==> src/hpps_pkg.sv <==
// Constants shared by the haptic power and playback sequencer.
// Assumes a 100 MHz core clock and a register port with one-cycle strobes.
package hpps_pkg;

  // Register offsets
  localparam logic [7:0] OFS_CTRL   = 8'h00;
  localparam logic [7:0] OFS_START  = 8'h04;
  localparam logic [7:0] OFS_QUEUE  = 8'h08;
  localparam logic [7:0] OFS_STATUS = 8'h0C;

  // Control, start and status field positions
  localparam int CTRL_STANDBY   = 0;
  localparam int CTRL_FORCE     = 1;
  localparam int CTRL_SOFTRST   = 2;
  localparam int CTRL_GAIN_LO   = 3;
  localparam int CTRL_TOUT_LO   = 5;
  localparam int CTRL_ANALOG    = 7;
  localparam int START_GO       = 0;
  localparam int STAT_NAK       = 4;

  // Reset values
  localparam logic       RST_STANDBY = 1'b1;
  localparam logic [1:0] RST_GAIN    = 2'h0;
  localparam logic [1:0] RST_TOUT    = 2'h0;
  localparam logic [7:0] MIDSCALE    = 8'h00;

  // Timing
  localparam int CLK_MHZ              = 100;
  localparam int STARTUP_TIME_US      = 2000;
  localparam int TIMEOUT_STEP_MS      = 5;
  localparam int STARTUP_CYCLES       = STARTUP_TIME_US * CLK_MHZ;
  localparam int TIMEOUT_STEP_CYCLES  = TIMEOUT_STEP_MS * 1000 * CLK_MHZ;
  localparam int RAMP_STEP_CYCLES     = 1000;
  localparam int CNT_W                = 24;

  typedef enum logic [2:0] {
    ST_STANDBY = 3'b000,
    ST_IDLE    = 3'b001,
    ST_STARTUP = 3'b010,
    ST_PLAY    = 3'b011,
    ST_TIMEOUT = 3'b100,
    ST_RAMP    = 3'b101
  } hpps_state_t;

endpackage : hpps_pkg

==> src/hpps_top.sv <==
// Power state and playback start sequencer for a piezo haptic driver.
// Assumes a same-clock sample source and queue; temperature and brownout
// flags arrive asynchronously from analog circuits.
//
// The address map and the strobed register port are this design's own decisions.
`timescale 1ns/1ns
module hpps_top
  import hpps_pkg::*;
#(
  parameter int STARTUP_CNT = STARTUP_CYCLES,
  parameter int TOUT_STEP   = TIMEOUT_STEP_CYCLES,
  parameter int RAMP_STEP   = RAMP_STEP_CYCLES
) (
  // Clock and reset
  input  wire logic       clock,
  input  wire logic       rst,
  // Register port
  input  wire logic [7:0] regAddr,
  input  wire logic [7:0] regWdata,
  input  wire logic       regWrite,
  input  wire logic       regRead,
  output logic      [7:0] regRdata,
  // Sample queue
  output logic            queueWrite,
  output logic      [7:0] queueData,
  output logic            queueNak,
  input  wire logic       queueFull,
  input  wire logic       sourceEmpty,
  // Playback engine
  output logic            playStart,
  input  wire logic       sampleValid,
  input  wire logic [7:0] sampleIn,
  output logic      [7:0] dacLevel,
  // Analog control
  output logic            boostEnable,
  output logic            ampEnable,
  output logic      [1:0] gainSelect,
  output logic            analogSelect,
  // Protection flags from analog
  input  wire logic       overTemp,
  input  wire logic       brownout
);

  // Synchronisers for asynchronous protection flags
  logic [2:0] tempSync;
  logic [2:0] brownSync;
  logic       tempHot;
  logic       brownLow;
  logic       next_tempHot;
  logic       next_brownLow;

  always_comb begin
    next_tempHot  = (tempSync[1] == tempSync[2]) ? tempSync[2] : tempHot;
    next_brownLow = (brownSync[1] == brownSync[2]) ? brownSync[2] : brownLow;
  end

  always_ff @(posedge clock) begin
    if (rst) begin
      tempSync  <= 3'h0;
      brownSync <= 3'h0;
      tempHot   <= 1'b0;
      brownLow  <= 1'b0;
    end else begin
      tempSync  <= {tempSync[1:0], overTemp};
      brownSync <= {brownSync[1:0], brownout};
      tempHot   <= next_tempHot;
      brownLow  <= next_brownLow;
    end
  end

  // Control and sequencer state
  hpps_state_t      state;
  hpps_state_t      next_state;
  logic             standby;
  logic             alwaysOnForce;
  logic       [1:0] gain;
  logic       [1:0] toutSel;
  logic             analog;
  logic             nakFlag;
  logic [CNT_W-1:0] count;
  logic       [7:0] level;
  logic             next_standby;
  logic             next_alwaysOnForce;
  logic       [1:0] next_gain;
  logic       [1:0] next_toutSel;
  logic             next_analog;
  logic             next_nakFlag;
  logic [CNT_W-1:0] next_count;
  logic       [7:0] next_level;
  logic       [7:0] next_rdata;
  logic             next_qWrite;
  logic       [7:0] next_qData;
  logic             next_qNak;
  logic             next_playStart;
  logic             next_boost;
  logic             next_amp;

  logic             wrCtrl;
  logic             wrGo;
  logic             wrQueue;
  logic             softReset;
  logic             powered;
  logic [CNT_W-1:0] toutLimit;

  // Register address decode
  function automatic logic addr_hit(input logic [7:0] addr, input logic [7:0] ofs);
    addr_hit = (addr == ofs);
  endfunction : addr_hit

  // States in which the boost and amplifier must be up
  function automatic logic needs_power(input hpps_state_t st);
    case (st)
      ST_STARTUP, ST_PLAY, ST_TIMEOUT, ST_RAMP: begin
        needs_power = 1'b1;
      end
      default: begin
        needs_power = 1'b0;
      end
    endcase
  endfunction : needs_power

  // Idle timeout length in cycles
  function automatic logic [CNT_W-1:0] tout_cycles(input logic [1:0] sel);
    tout_cycles = CNT_W'((int'(sel) + 1) * TOUT_STEP);
  endfunction : tout_cycles

  // Next values for the port, control and sequencer
  always_comb begin
    wrCtrl         = regWrite && addr_hit(regAddr, OFS_CTRL);
    wrGo           = regWrite && addr_hit(regAddr, OFS_START) && regWdata[START_GO];
    wrQueue        = regWrite && addr_hit(regAddr, OFS_QUEUE);
    softReset      = wrCtrl && regWdata[CTRL_SOFTRST];
    toutLimit      = tout_cycles(toutSel);
    next_state     = state;
    next_standby   = standby;
    next_alwaysOnForce = alwaysOnForce;
    next_gain      = gain;
    next_toutSel   = toutSel;
    next_analog    = analog;
    next_nakFlag   = nakFlag;
    next_count     = count;
    next_level     = level;
    next_qWrite    = 1'b0;
    next_qData     = regWdata;
    next_qNak      = 1'b0;
    next_playStart = 1'b0;
    next_rdata     = 8'h00;

    // Register reads
    if (regRead) begin
      case (regAddr)
        OFS_CTRL: begin
          next_rdata = {analog, toutSel, gain, 1'b0, alwaysOnForce, standby};
        end
        OFS_STATUS: begin
          next_rdata = {1'b0, brownLow, tempHot, nakFlag, 1'b0, state};
          next_nakFlag = 1'b0;
        end
        default: begin
          next_rdata = 8'h00;
        end
      endcase
    end

    // Control writes
    if (wrCtrl) begin
      next_standby = regWdata[CTRL_STANDBY];
      next_alwaysOnForce = regWdata[CTRL_FORCE];
      next_gain    = regWdata[CTRL_GAIN_LO +: 2];
      next_toutSel = regWdata[CTRL_TOUT_LO +: 2];
      next_analog  = regWdata[CTRL_ANALOG];
    end

    // Sequencer
    case (state)
      ST_STANDBY: begin
        next_level = MIDSCALE;
        if (!standby) begin
          next_state = ST_IDLE;
        end
      end
      ST_IDLE: begin
        if (wrQueue || wrGo || alwaysOnForce) begin
          next_state = ST_STARTUP;
          next_count = '0;
        end
      end
      ST_STARTUP: begin
        next_count = count + 1'b1;
        if (tempHot) begin
          next_count = '0;
        end else if (count >= CNT_W'(STARTUP_CNT - 1)) begin
          next_state     = ST_PLAY;
          next_playStart = 1'b1;
          next_count     = '0;
        end
      end
      ST_PLAY: begin
        if (sampleValid) begin
          next_level = sampleIn;
        end
        if (sourceEmpty && !wrQueue) begin
          next_state = ST_TIMEOUT;
          next_count = '0;
        end
      end
      ST_TIMEOUT: begin
        next_count = count + 1'b1;
        if (wrQueue || wrGo) begin
          next_state     = ST_PLAY;
          next_playStart = 1'b1;
        end else if (alwaysOnForce) begin
          next_count = '0;
        end else if (count >= toutLimit - 1'b1) begin
          next_count = '0;
          next_state = (level != MIDSCALE) ? ST_RAMP : ST_IDLE;
        end
      end
      ST_RAMP: begin
        next_count = count + 1'b1;
        if (level == MIDSCALE) begin
          next_state = ST_IDLE;
        end else if (count >= CNT_W'(RAMP_STEP - 1)) begin
          next_count = '0;
          next_level = level[7] ? level + 8'h01 : level - 8'h01;
        end
      end
      default: begin
        next_state = ST_STANDBY;
      end
    endcase

    // Queue writes: dropped in standby or ramp, refused when full
    if (wrQueue && state != ST_STANDBY && state != ST_RAMP) begin
      if (queueFull) begin
        next_qNak    = 1'b1;
        next_nakFlag = 1'b1;
      end else begin
        next_qWrite = 1'b1;
      end
    end

    // Standby overrides every other mode
    if (next_standby) begin
      next_state     = ST_STANDBY;
      next_qWrite    = 1'b0;
      next_playStart = 1'b0;
    end
  end

  // Power enables follow the next sequencer state or the force bit, held off while hot
  always_comb begin
    powered    = needs_power(next_state) || (next_alwaysOnForce && !next_standby);
    next_boost = powered && !tempHot;
    next_amp   = powered && !tempHot;
  end

  // Control, sequencer and port registers
  always_ff @(posedge clock) begin
    if (rst || brownLow || softReset) begin
      state        <= ST_STANDBY;
      standby      <= RST_STANDBY;
      alwaysOnForce <= 1'b0;
      gain         <= RST_GAIN;
      toutSel      <= RST_TOUT;
      analog       <= 1'b0;
      nakFlag      <= 1'b0;
      count        <= '0;
      level        <= MIDSCALE;
      regRdata     <= 8'h00;
      queueWrite   <= 1'b0;
      queueData    <= 8'h00;
      queueNak     <= 1'b0;
      playStart    <= 1'b0;
      dacLevel     <= MIDSCALE;
      gainSelect   <= RST_GAIN;
      analogSelect <= 1'b0;
    end else begin
      state        <= next_state;
      standby      <= next_standby;
      alwaysOnForce <= next_alwaysOnForce;
      gain         <= next_gain;
      toutSel      <= next_toutSel;
      analog       <= next_analog;
      nakFlag      <= next_nakFlag;
      count        <= next_count;
      level        <= next_level;
      regRdata     <= next_rdata;
      queueWrite   <= next_qWrite;
      queueData    <= next_qData;
      queueNak     <= next_qNak;
      playStart    <= next_playStart;
      dacLevel     <= next_level;
      gainSelect   <= next_gain;
      analogSelect <= next_analog;
    end
  end

  // Power enable registers
  always_ff @(posedge clock) begin
    if (rst || brownLow || softReset) begin
      boostEnable <= 1'b0;
      ampEnable   <= 1'b0;
    end else begin
      boostEnable <= next_boost;
      ampEnable   <= next_amp;
    end
  end

endmodule : hpps_top
==> config.mk <==
export PLATFORM = sky130hd
export DESIGN_NAME = hpps_top
export DESIGN_NICKNAME = d
export VERILOG_FILES = /design/src/hpps_pkg.sv /design/src/hpps_top.sv
export SDC_FILE = /design/constraint.sdc
export NUM_CORES = 1
export LEC_CHECK = 0
export BUFFER_PORTS_ARGS = -buffer_cell sky130_fd_sc_hd__clkbuf_2
export CAP_MARGIN = 20
export CORE_ASPECT_RATIO = 0.75
export CORE_MARGIN = 2
export CORE_UTILIZATION = 30
export DETAILED_ROUTE_END_ITERATION = 12
export GPL_TIMING_DRIVEN = 0
export SLEW_MARGIN = 20
export SYNTH_ARGS = -nofsm -noshare
export SYNTH_HDL_FRONTEND = slang
export SYNTH_SLANG_ARGS = --single-unit
export TNS_END_PERCENT = 1
==> constraint.sdc <==
create_clock -name clock -period 5.8 [get_ports clock]
set_input_delay 0.58 -clock clock [delete_from_list [all_inputs] [get_ports clock]]
set_output_delay 0.58 -clock clock [all_outputs]
set_load 0.005 [all_outputs]
==> results of run 1 <==
==> area by class of cell <==
cell class	count	area (sq um)
Inverter	22	82.6
Fill cell	1336	8230
Clock buffer	10	229
Timing Repair Buffer	64	320
Sequential cell	71	1420
Tap cell	171	214
Multi-Input combinational cell	378	2500
Clock inverter	6	68.8
Buffer	17	83.8
==> registers in the layout, summed over array words and instances (netlist names) <==
register,cells
queueWrite,1
queueData,8
ampEnable,1
playStart,1
toutSel,2
tempHot,1
regRdata,8
queueNak,1
state,3
brownSync,3
nakFlag,1
alwaysOnForce,1
level,8
gain,2
brownLow,1
tempSync,3
count,24
analog,1
standby,1
==> cell families (layout without fill, tap and decap cells) <==
logic type      after synthesis  in the layout  synth area share [%]
simple gates                195            195                  23.9
xor+xnor                      8              8                  1.71
compound gates              128            128                  21.4
fa+ha+maj                    38             38                  12.0
flops                        71             71                  34.8
other cells                   1              1                0.0917
buf+inv                      39            119                  4.07
mux                           8              8                  1.99
==> worst max path at each step <==
stage	slack (ns)	endpoint	start
floorplan	2.22	count[18]$_SDFFE_PP0P_	toutSel[0]$_SDFFE_PP0P_
global placement	1.47	count[18]$_SDFFE_PP0P_	toutSel[0]$_SDFFE_PP0P_
detailed placement	1.34	count[7]$_SDFFE_PP0P_	toutSel[0]$_SDFFE_PP0P_
CTS	1.29	count[7]$_SDFFE_PP0P_	toutSel[0]$_SDFFE_PP0P_
global route	0.98	count[18]$_SDFFE_PP0P_	toutSel[0]$_SDFFE_PP0P_
finish	1.28	count[7]$_SDFFE_PP0P_	toutSel[0]$_SDFFE_PP0P_
==> placed cells by master (no fill, tap or decap), types with 4 or more instances in the layout <==
cell       instances
o21a_1             5
a21oi_1           29
nand2_1           45
o21ai_1           13
a211oi_1          10
nor4_1             5
clkbuf_16          9
a22o_1             4
dfxtp_1           71
clkbuf_1          12
nor2b_1           10
mux2i_1            7
inv_1             22
nor2_1            51
clkbuf_2          64
a31oi_1            6
a22oi_1           10
o21ai_0           18
xnor2_1            6
nor3_1            13
and2_1            13
ha_1              36
o22ai_1            4
and3_1             8
nand3_1           17
nand4_1            8
a21o_1             6
==> report_power, final <==
group | internal, mW | switching (mW)
clock | 0.336 | 0.217
sequential | 0.492 | 0.00132
combinational | 0.0177 | 0.0234
total | 0.846 | 0.241
==> layer usage <==
layer,part of all wire (%),GRT usage [%]
met5,0,0
met2,44,24.1
met3,7.1,3.57
met4,0.85,4.69
met1,48,20.7
==> through the flow <==
| step | hold slack, ns | instances | utilization (%) | instance area (sq um) | setup slack (ns) |
|---|---|---|---|---|---|
| global placement | 0.419 | 723 | 35.1 | 4620 | 1.47 |
| CTS | 0.418 | 739 | 37.4 | 4920 | 1.29 |
| global route | 0.427 | 739 | 37.4 | 4920 | 0.979 |
| finish | 0.425 | 739 | 37.4 | 4920 | 1.28 |
| floorplan | 0.414 | 488 | - | 4090 | 2.22 |
| detailed placement | 0.427 | 723 | 35.1 | 4620 | 1.34 |
==> metrics.md, run 1 <==
| Metric | Value |
|---|---|
| Warnings from Yosys | 0 |
| Clk_skew | a little under 0.007 ns |
| Global-route wire length before repair | roughly 18,000 um |
| Relative slew slack | 59.2% |
| Worst R2R End | count[7]$_SDFFE_PP0P_ |
| Layout Nets | 634 |
| Gr usage total | 15.3% |
| Post-cts gate resize count | 0 |
| Delay-heaviest family, CP | adder cells |
| Endpoint, Worst Hold | queueWrite$_SDFF_PP0_ |
| Synth Register Bits | just over 70 |
| Hold Path Class | in2reg |
| Ant. Diodes | 0 |
| Fmax | between 0.2 and 0.25 GHz |
| Port Buffers | 64 |
| Final min period | ~4.5 ns |
| Crit path cell chain | inv_1 -> ha_1 -> xnor2_1 -> ha_1 -> inv_1 -> fa_1 -> xnor2_1 -> ha_1 -> a21oi_1 -> o21ai_0 -> a311oi_1 -> nand4b_1 -> a21oi_4 -> buf_4 -> a31oi_1 -> o31ai_1 |
| Top_reg_cell synth | dfxtp_1 |
| Req. time, crit path | between 6 and 7 ns |
| Clock latency on the worst-skew pair | roughly 0.33 ns |
| Synth area leader | dfxtp_1 |
| Endpoint class of the critical path | flop |
| Total power | around 1.1 mW |
| Post-synth ARST share | 0% |
| Status | complete, no violations |
| CP max-delay cell | dfxtp_1 |
| Worst Path Max Fanout | 10 |
| Chip Height | roughly 110 um |
| Critical Path Max Stage Delay | between 0.5 and 0.6 ns |
| Largest net degree at the start of global routing | 14 |
| Rows | 36 |
| Hold Crit Start | queueFull |
| Clock Root Buffer | clkbuf_16 |
| Synth area leaders | dfxtp_1, ha_1, nor2_1, nand2_1, a21oi_1 |
| Startpoint Class | flop |
| Worst vdd ir | 0.164 mV |
| Fin. Hold Viols | 0 |
| CTS buffer count | 9 |
| Post-CTS setup buffer count | 0 |
| WL/cell | around 15 um |
| Syn avg cell area | about 8.4 sq um |
| DR iter-0 viols | 256 |
| Clock-pin slew on the worst setup and hold paths | 0.06 ns |
| Synth unique cells | 65 |
| R2r setup slk | 1.28 ns |
| Leak | between 2 and 2.5 nW |
| Vias per cell | between 5 and 6 |
| CTS max path bufs | 2 |
| Vias | 3,873 |
| Area added between synthesis and finish | 20.4% |
| Final antenna-violating net count | 0 |
| # DRC | 0 |
| H-Tree Depth | 3 |
| Synth top cells by count | dfxtp_1, nor2_1, nand2_1, ha_1, a21oi_1 |
| Buf/Inv on CP | 3 |
| Synth Net Count | about 560 |
| TritonCTS clock tree | done |
| Die width | ~140 um |
| Detailed Place HPWL | 8540 um |
| Hold path depth | 2 |
| Final setup violation count | 0 |
| Initial antenna violation count | 0 |
| Share of layout cells above drive strength 1 | ~17% |
| Starting Density | between 30 and 40% |
| Vias in the first global route | about 3,700 |
| Core ar. | around 13,000 sq um |
| Register area share after synthesis | roughly a third |
| Area of the mapped netlist | 4090 sq um |
| Crit path DAT | around 4.8 ns |
| Detailed Route WL | around 11,000 um |
| Synth Instances | between 400 and 500 |
| Slew @ Worst Pin | just over 0.6 ns |
| CP dominant cell by count | ha_1 |
| Die area | about 15,000 sq um |
| Routability Congestion | roughly 0.85 |
| Final Max Slew Viols | 0 |
| IO Count | 65 |
| Levels on crit path | 16 |
| Clk sinks | between 70 and 80 |
| Power density cells | around 220 nW/um^2 |
| Grt ovf | 0 |
| CP Class | reg2reg |
| RSZ-0062 raised after global routing | no |
| Most frequent cell after synthesis | dfxtp_1 |
| MaxCap Viol Count | 0 |
| RR Startpoint | toutSel[0]$_SDFFE_PP0P_ |
| Setup TNS | 0 ns |
| Yosys top cell area share | between 30% and 40% |
| DRT Pass-1 Iters | 5 |
| Number of enable flip-flop cells after synthesis | 0 |
| Final period util | 77.9% |
| Cts hold-fix bufs | 0 |
| Worst reg2reg path depth | 16 |
Power figures use the tool's default switching activity.
==> run 2, diff against run 1 <==
- ABC_AREA: default -> 1
- clock period: 5.8 -> 4.4 ns (I/O delays scaled with it)
==> run 2 against run 1 <==
  * Synthesized area is 12% higher
  * Non-clock buffer count is 3 lower
  * Via count is 11% higher
  * Largest power group unchanged
  * Critical path depth is 2 higher
  * Cell count is 30% higher
  * Wire length is 7.7% higher
  * Combinational power is 34% higher
  * Highest routed layer unchanged
  * Worst hold slack worse by 0.14 ns
  * Largest cell class unchanged
  * Global-route usage is 0.27 points lower
  * Synthesized cell count is 39% higher
==> metrics.md, run 2 <==
| Metric | Value |
|---|---|
| Area added between synthesis and finish | 18.9% |
| Clock-pin slew on the worst setup and hold paths | about 0.060 ns |
| Grt ovf | 0 |
| CTS max path bufs | 2 |
| CP Class | reg2reg |
| Die width | around 150 um |
| Layout Nets | a little over 800 |
| Clock latency on the worst-skew pair | 0.34 ns |
| Req. time, crit path | between 4 and 5 ns |
| Cts hold-fix bufs | 0 |
| Yosys top cell area share | 31.0% |
| Status | complete, no violations |
| Fmax | ~0.27 GHz |
| Worst vdd ir | roughly 0.19 mV |
| Post-cts gate resize count | 0 |
| WL/cell | about 12 um |
| Starting Density | a little under a third |
| Commonest non-fill, non-tap cell in the layout | nand2_1 |
| Total power | approximately 1.4 mW |
| Top_reg_cell synth | dfxtp_1 |
| Final Max Slew Viols | 0 |
| IO Count | 65 |
| Post-CTS setup buffer count | 0 |
| Largest net degree at the start of global routing | 14 |
| Chip Height | 111 um |
| Area of the mapped netlist | 4590 sq um |
| Crit path DAT | 3.95 ns |
| Final period util | between 80% and 90% |
| H-Tree Depth | 3 |
| Leak | between 2 and 3 nW |
| Setup TNS | 0 ns |
| Clk sinks | between 70 and 80 |
| Syn avg cell area | 6.77 sq um |
| Worst Path Max Fanout | 10 |
| Synth Net Count | 749 |
| Power density cells | ~260 nW/um^2 |
| RSZ-0062 raised after global routing | no |
| Routability Congestion | 0.868 |
| Hold Path Class | in2reg |
| Most frequent cell after synthesis | nand2_1 |
| Synth top cells by count | nand2_1, nor2_1, inv_1, dfxtp_1, a21oi_1 |
| # DRC | 0 |
| Final setup violation count | 0 |
| Synth Instances | just under 700 |
| Synth area leader | dfxtp_1 |
| Synth unique cells | 43 |
| TritonCTS clock tree | done |
| Core ar. | 15,100 sq um |
| Post-synth ARST share | 0% |
| Biggest register | count |
| Die area | around 16,000 sq um |
| Vias | 4,283 |
| Number of enable flip-flop cells after synthesis | 0 |
| Synth area leaders | dfxtp_1, nand2_1, ha_1, nor2_1, inv_1 |
| Clock Root Buffer | clkbuf_16 |
| Startpoint Class | flop |
| Number of fill cells | 1,614 |
| DR iter-0 viols | approximately 320 |
| Share of layout cells above drive strength 1 | between 10% and 20% |
| Initial antenna violation count | 0 |
| Clk_skew | ~0.0098 ns |
| DRT Pass-1 Iters | 4 |
| Synth Register Bits | around 70 |
| Endpoint class of the critical path | flop |
| Vias per cell | around 4.5 |
| Rows | 39 |
| Detailed Place HPWL | 9260 um |
| Gr usage total | around 15% |
| Fin. Hold Viols | 0 |
| Warnings from Yosys | 0 |
| Global-route wire length before repair | between 15,000 and 20,000 um |
| Port Buffers | 63 |
| Register area share after synthesis | 31.0% |
| Vias in the first global route | between 4,000 and 5,000 |
| Max FFs per register | 24 |
| Ant. Diodes | 0 |
| CTS buffer count | 9 |
| Detailed Route WL | 11,800 um |
| Final min period | around 3.7 ns |
| Commonest non-fill, non-tap cells in the layout | nand2_1, nor2_1, inv_1 |
| MaxCap Viol Count | 0 |
| Final antenna-violating net count | 0 |
==> run 2: cell type report <==
class | count | area [sq um] | share of cell area [%]
plain buffers | 15 | 97.6 | 1.79
inverters | 100 | 380 | 6.97
flip-flops and latches | 71 | 1420 | 26.0
clock inverters | 7 | 71.3 | 1.31
repair buffers | 63 | 315 | 5.77
well taps | 205 | 256 | 4.70
clock buffers | 9 | 225 | 4.12
multi-input cells | 492 | 2690 | 49.3
==> run 2: logic make-up (layout without fill, tap and decap cells) <==
group | Yosys count | in the layout | synth area share, %
simple gates | 344 | 344 | 33.4
buf+inv | 115 | 194 | 10.4
compound gates | 92 | 92 | 11.3
flops | 71 | 71 | 31.0
fa+ha+maj | 38 | 38 | 10.7
xor+xnor | 17 | 17 | 3.24
other cells | 1 | 1 | 0.0817
==> run 2: worst max-delay path, stage by stage (launching register included) <==
cell,delay [ns]
dfxtp_1,0.50
inv_1,0.25
ha_1,0.40
xnor2_1,0.14
ha_1,0.21
inv_1,0.07
fa_1,0.43
xnor2_1,0.19
ha_1,0.26
nand2_1,0.07
nand2_1,0.04
nand2_1,0.05
nand2_1,0.05
a21oi_1,0.22
nand4_1,0.22
nand3_4,0.17
buf_6,0.15
nand2_1,0.07
a21oi_1,0.12
==> run 2: final timing paths <==
kind / from / to / slack, ns / cells after the start
worst max-delay path: toutSel[0]$_SDFFE_PP0P_ / count[5]$_SDFFE_PP0P_ / 0.71 / 18
worst min-delay path: brownout / brownSync[0]$_SDFF_PP0_ / 0.29 / 3
worst max register to register: toutSel[0]$_SDFFE_PP0P_ / count[5]$_SDFFE_PP0P_ / 0.71 / 18
worst min register to register: tempSync[0]$_SDFF_PP0_ / tempSync[1]$_SDFF_PP0_ / 0.40 / 2
==> run 2: through the flow <==
step	hold WS [ns]	cells	util (%)	setup WS [ns]	area, sq um
2_1_floorplan	0.388	678	-	1.28	4590
3_3_place_gp	0.391	946	34.2	0.737	5160
3_5_place_dp	0.393	946	34.2	0.701	5160
4_1_cts	0.284	962	36.2	0.663	5460
5_1_grt	0.302	962	36.2	0.352	5460
6_report	0.290	962	36.2	0.714	5460
==> run 2: where the power goes <==
part | internal (mW) | total (mW) | switching (mW)
Clock | 0.438 | 0.728 | 0.290
Sequential | 0.649 | 0.651 | 0.00166
Combinational | 0.0212 | 0.0549 | 0.0337
==> run 2: routing by layer <==
metal	routed length, um	vias to the layer above	share of wire (%)	track usage [%]
li1	-	2295	-	-
met1	6550	1886	56	23.3
met2	4370	95	37	20.4
met3	756	7	6.4	3.83
met4	83	0	0.71	3.30
met5	0	-	0	0
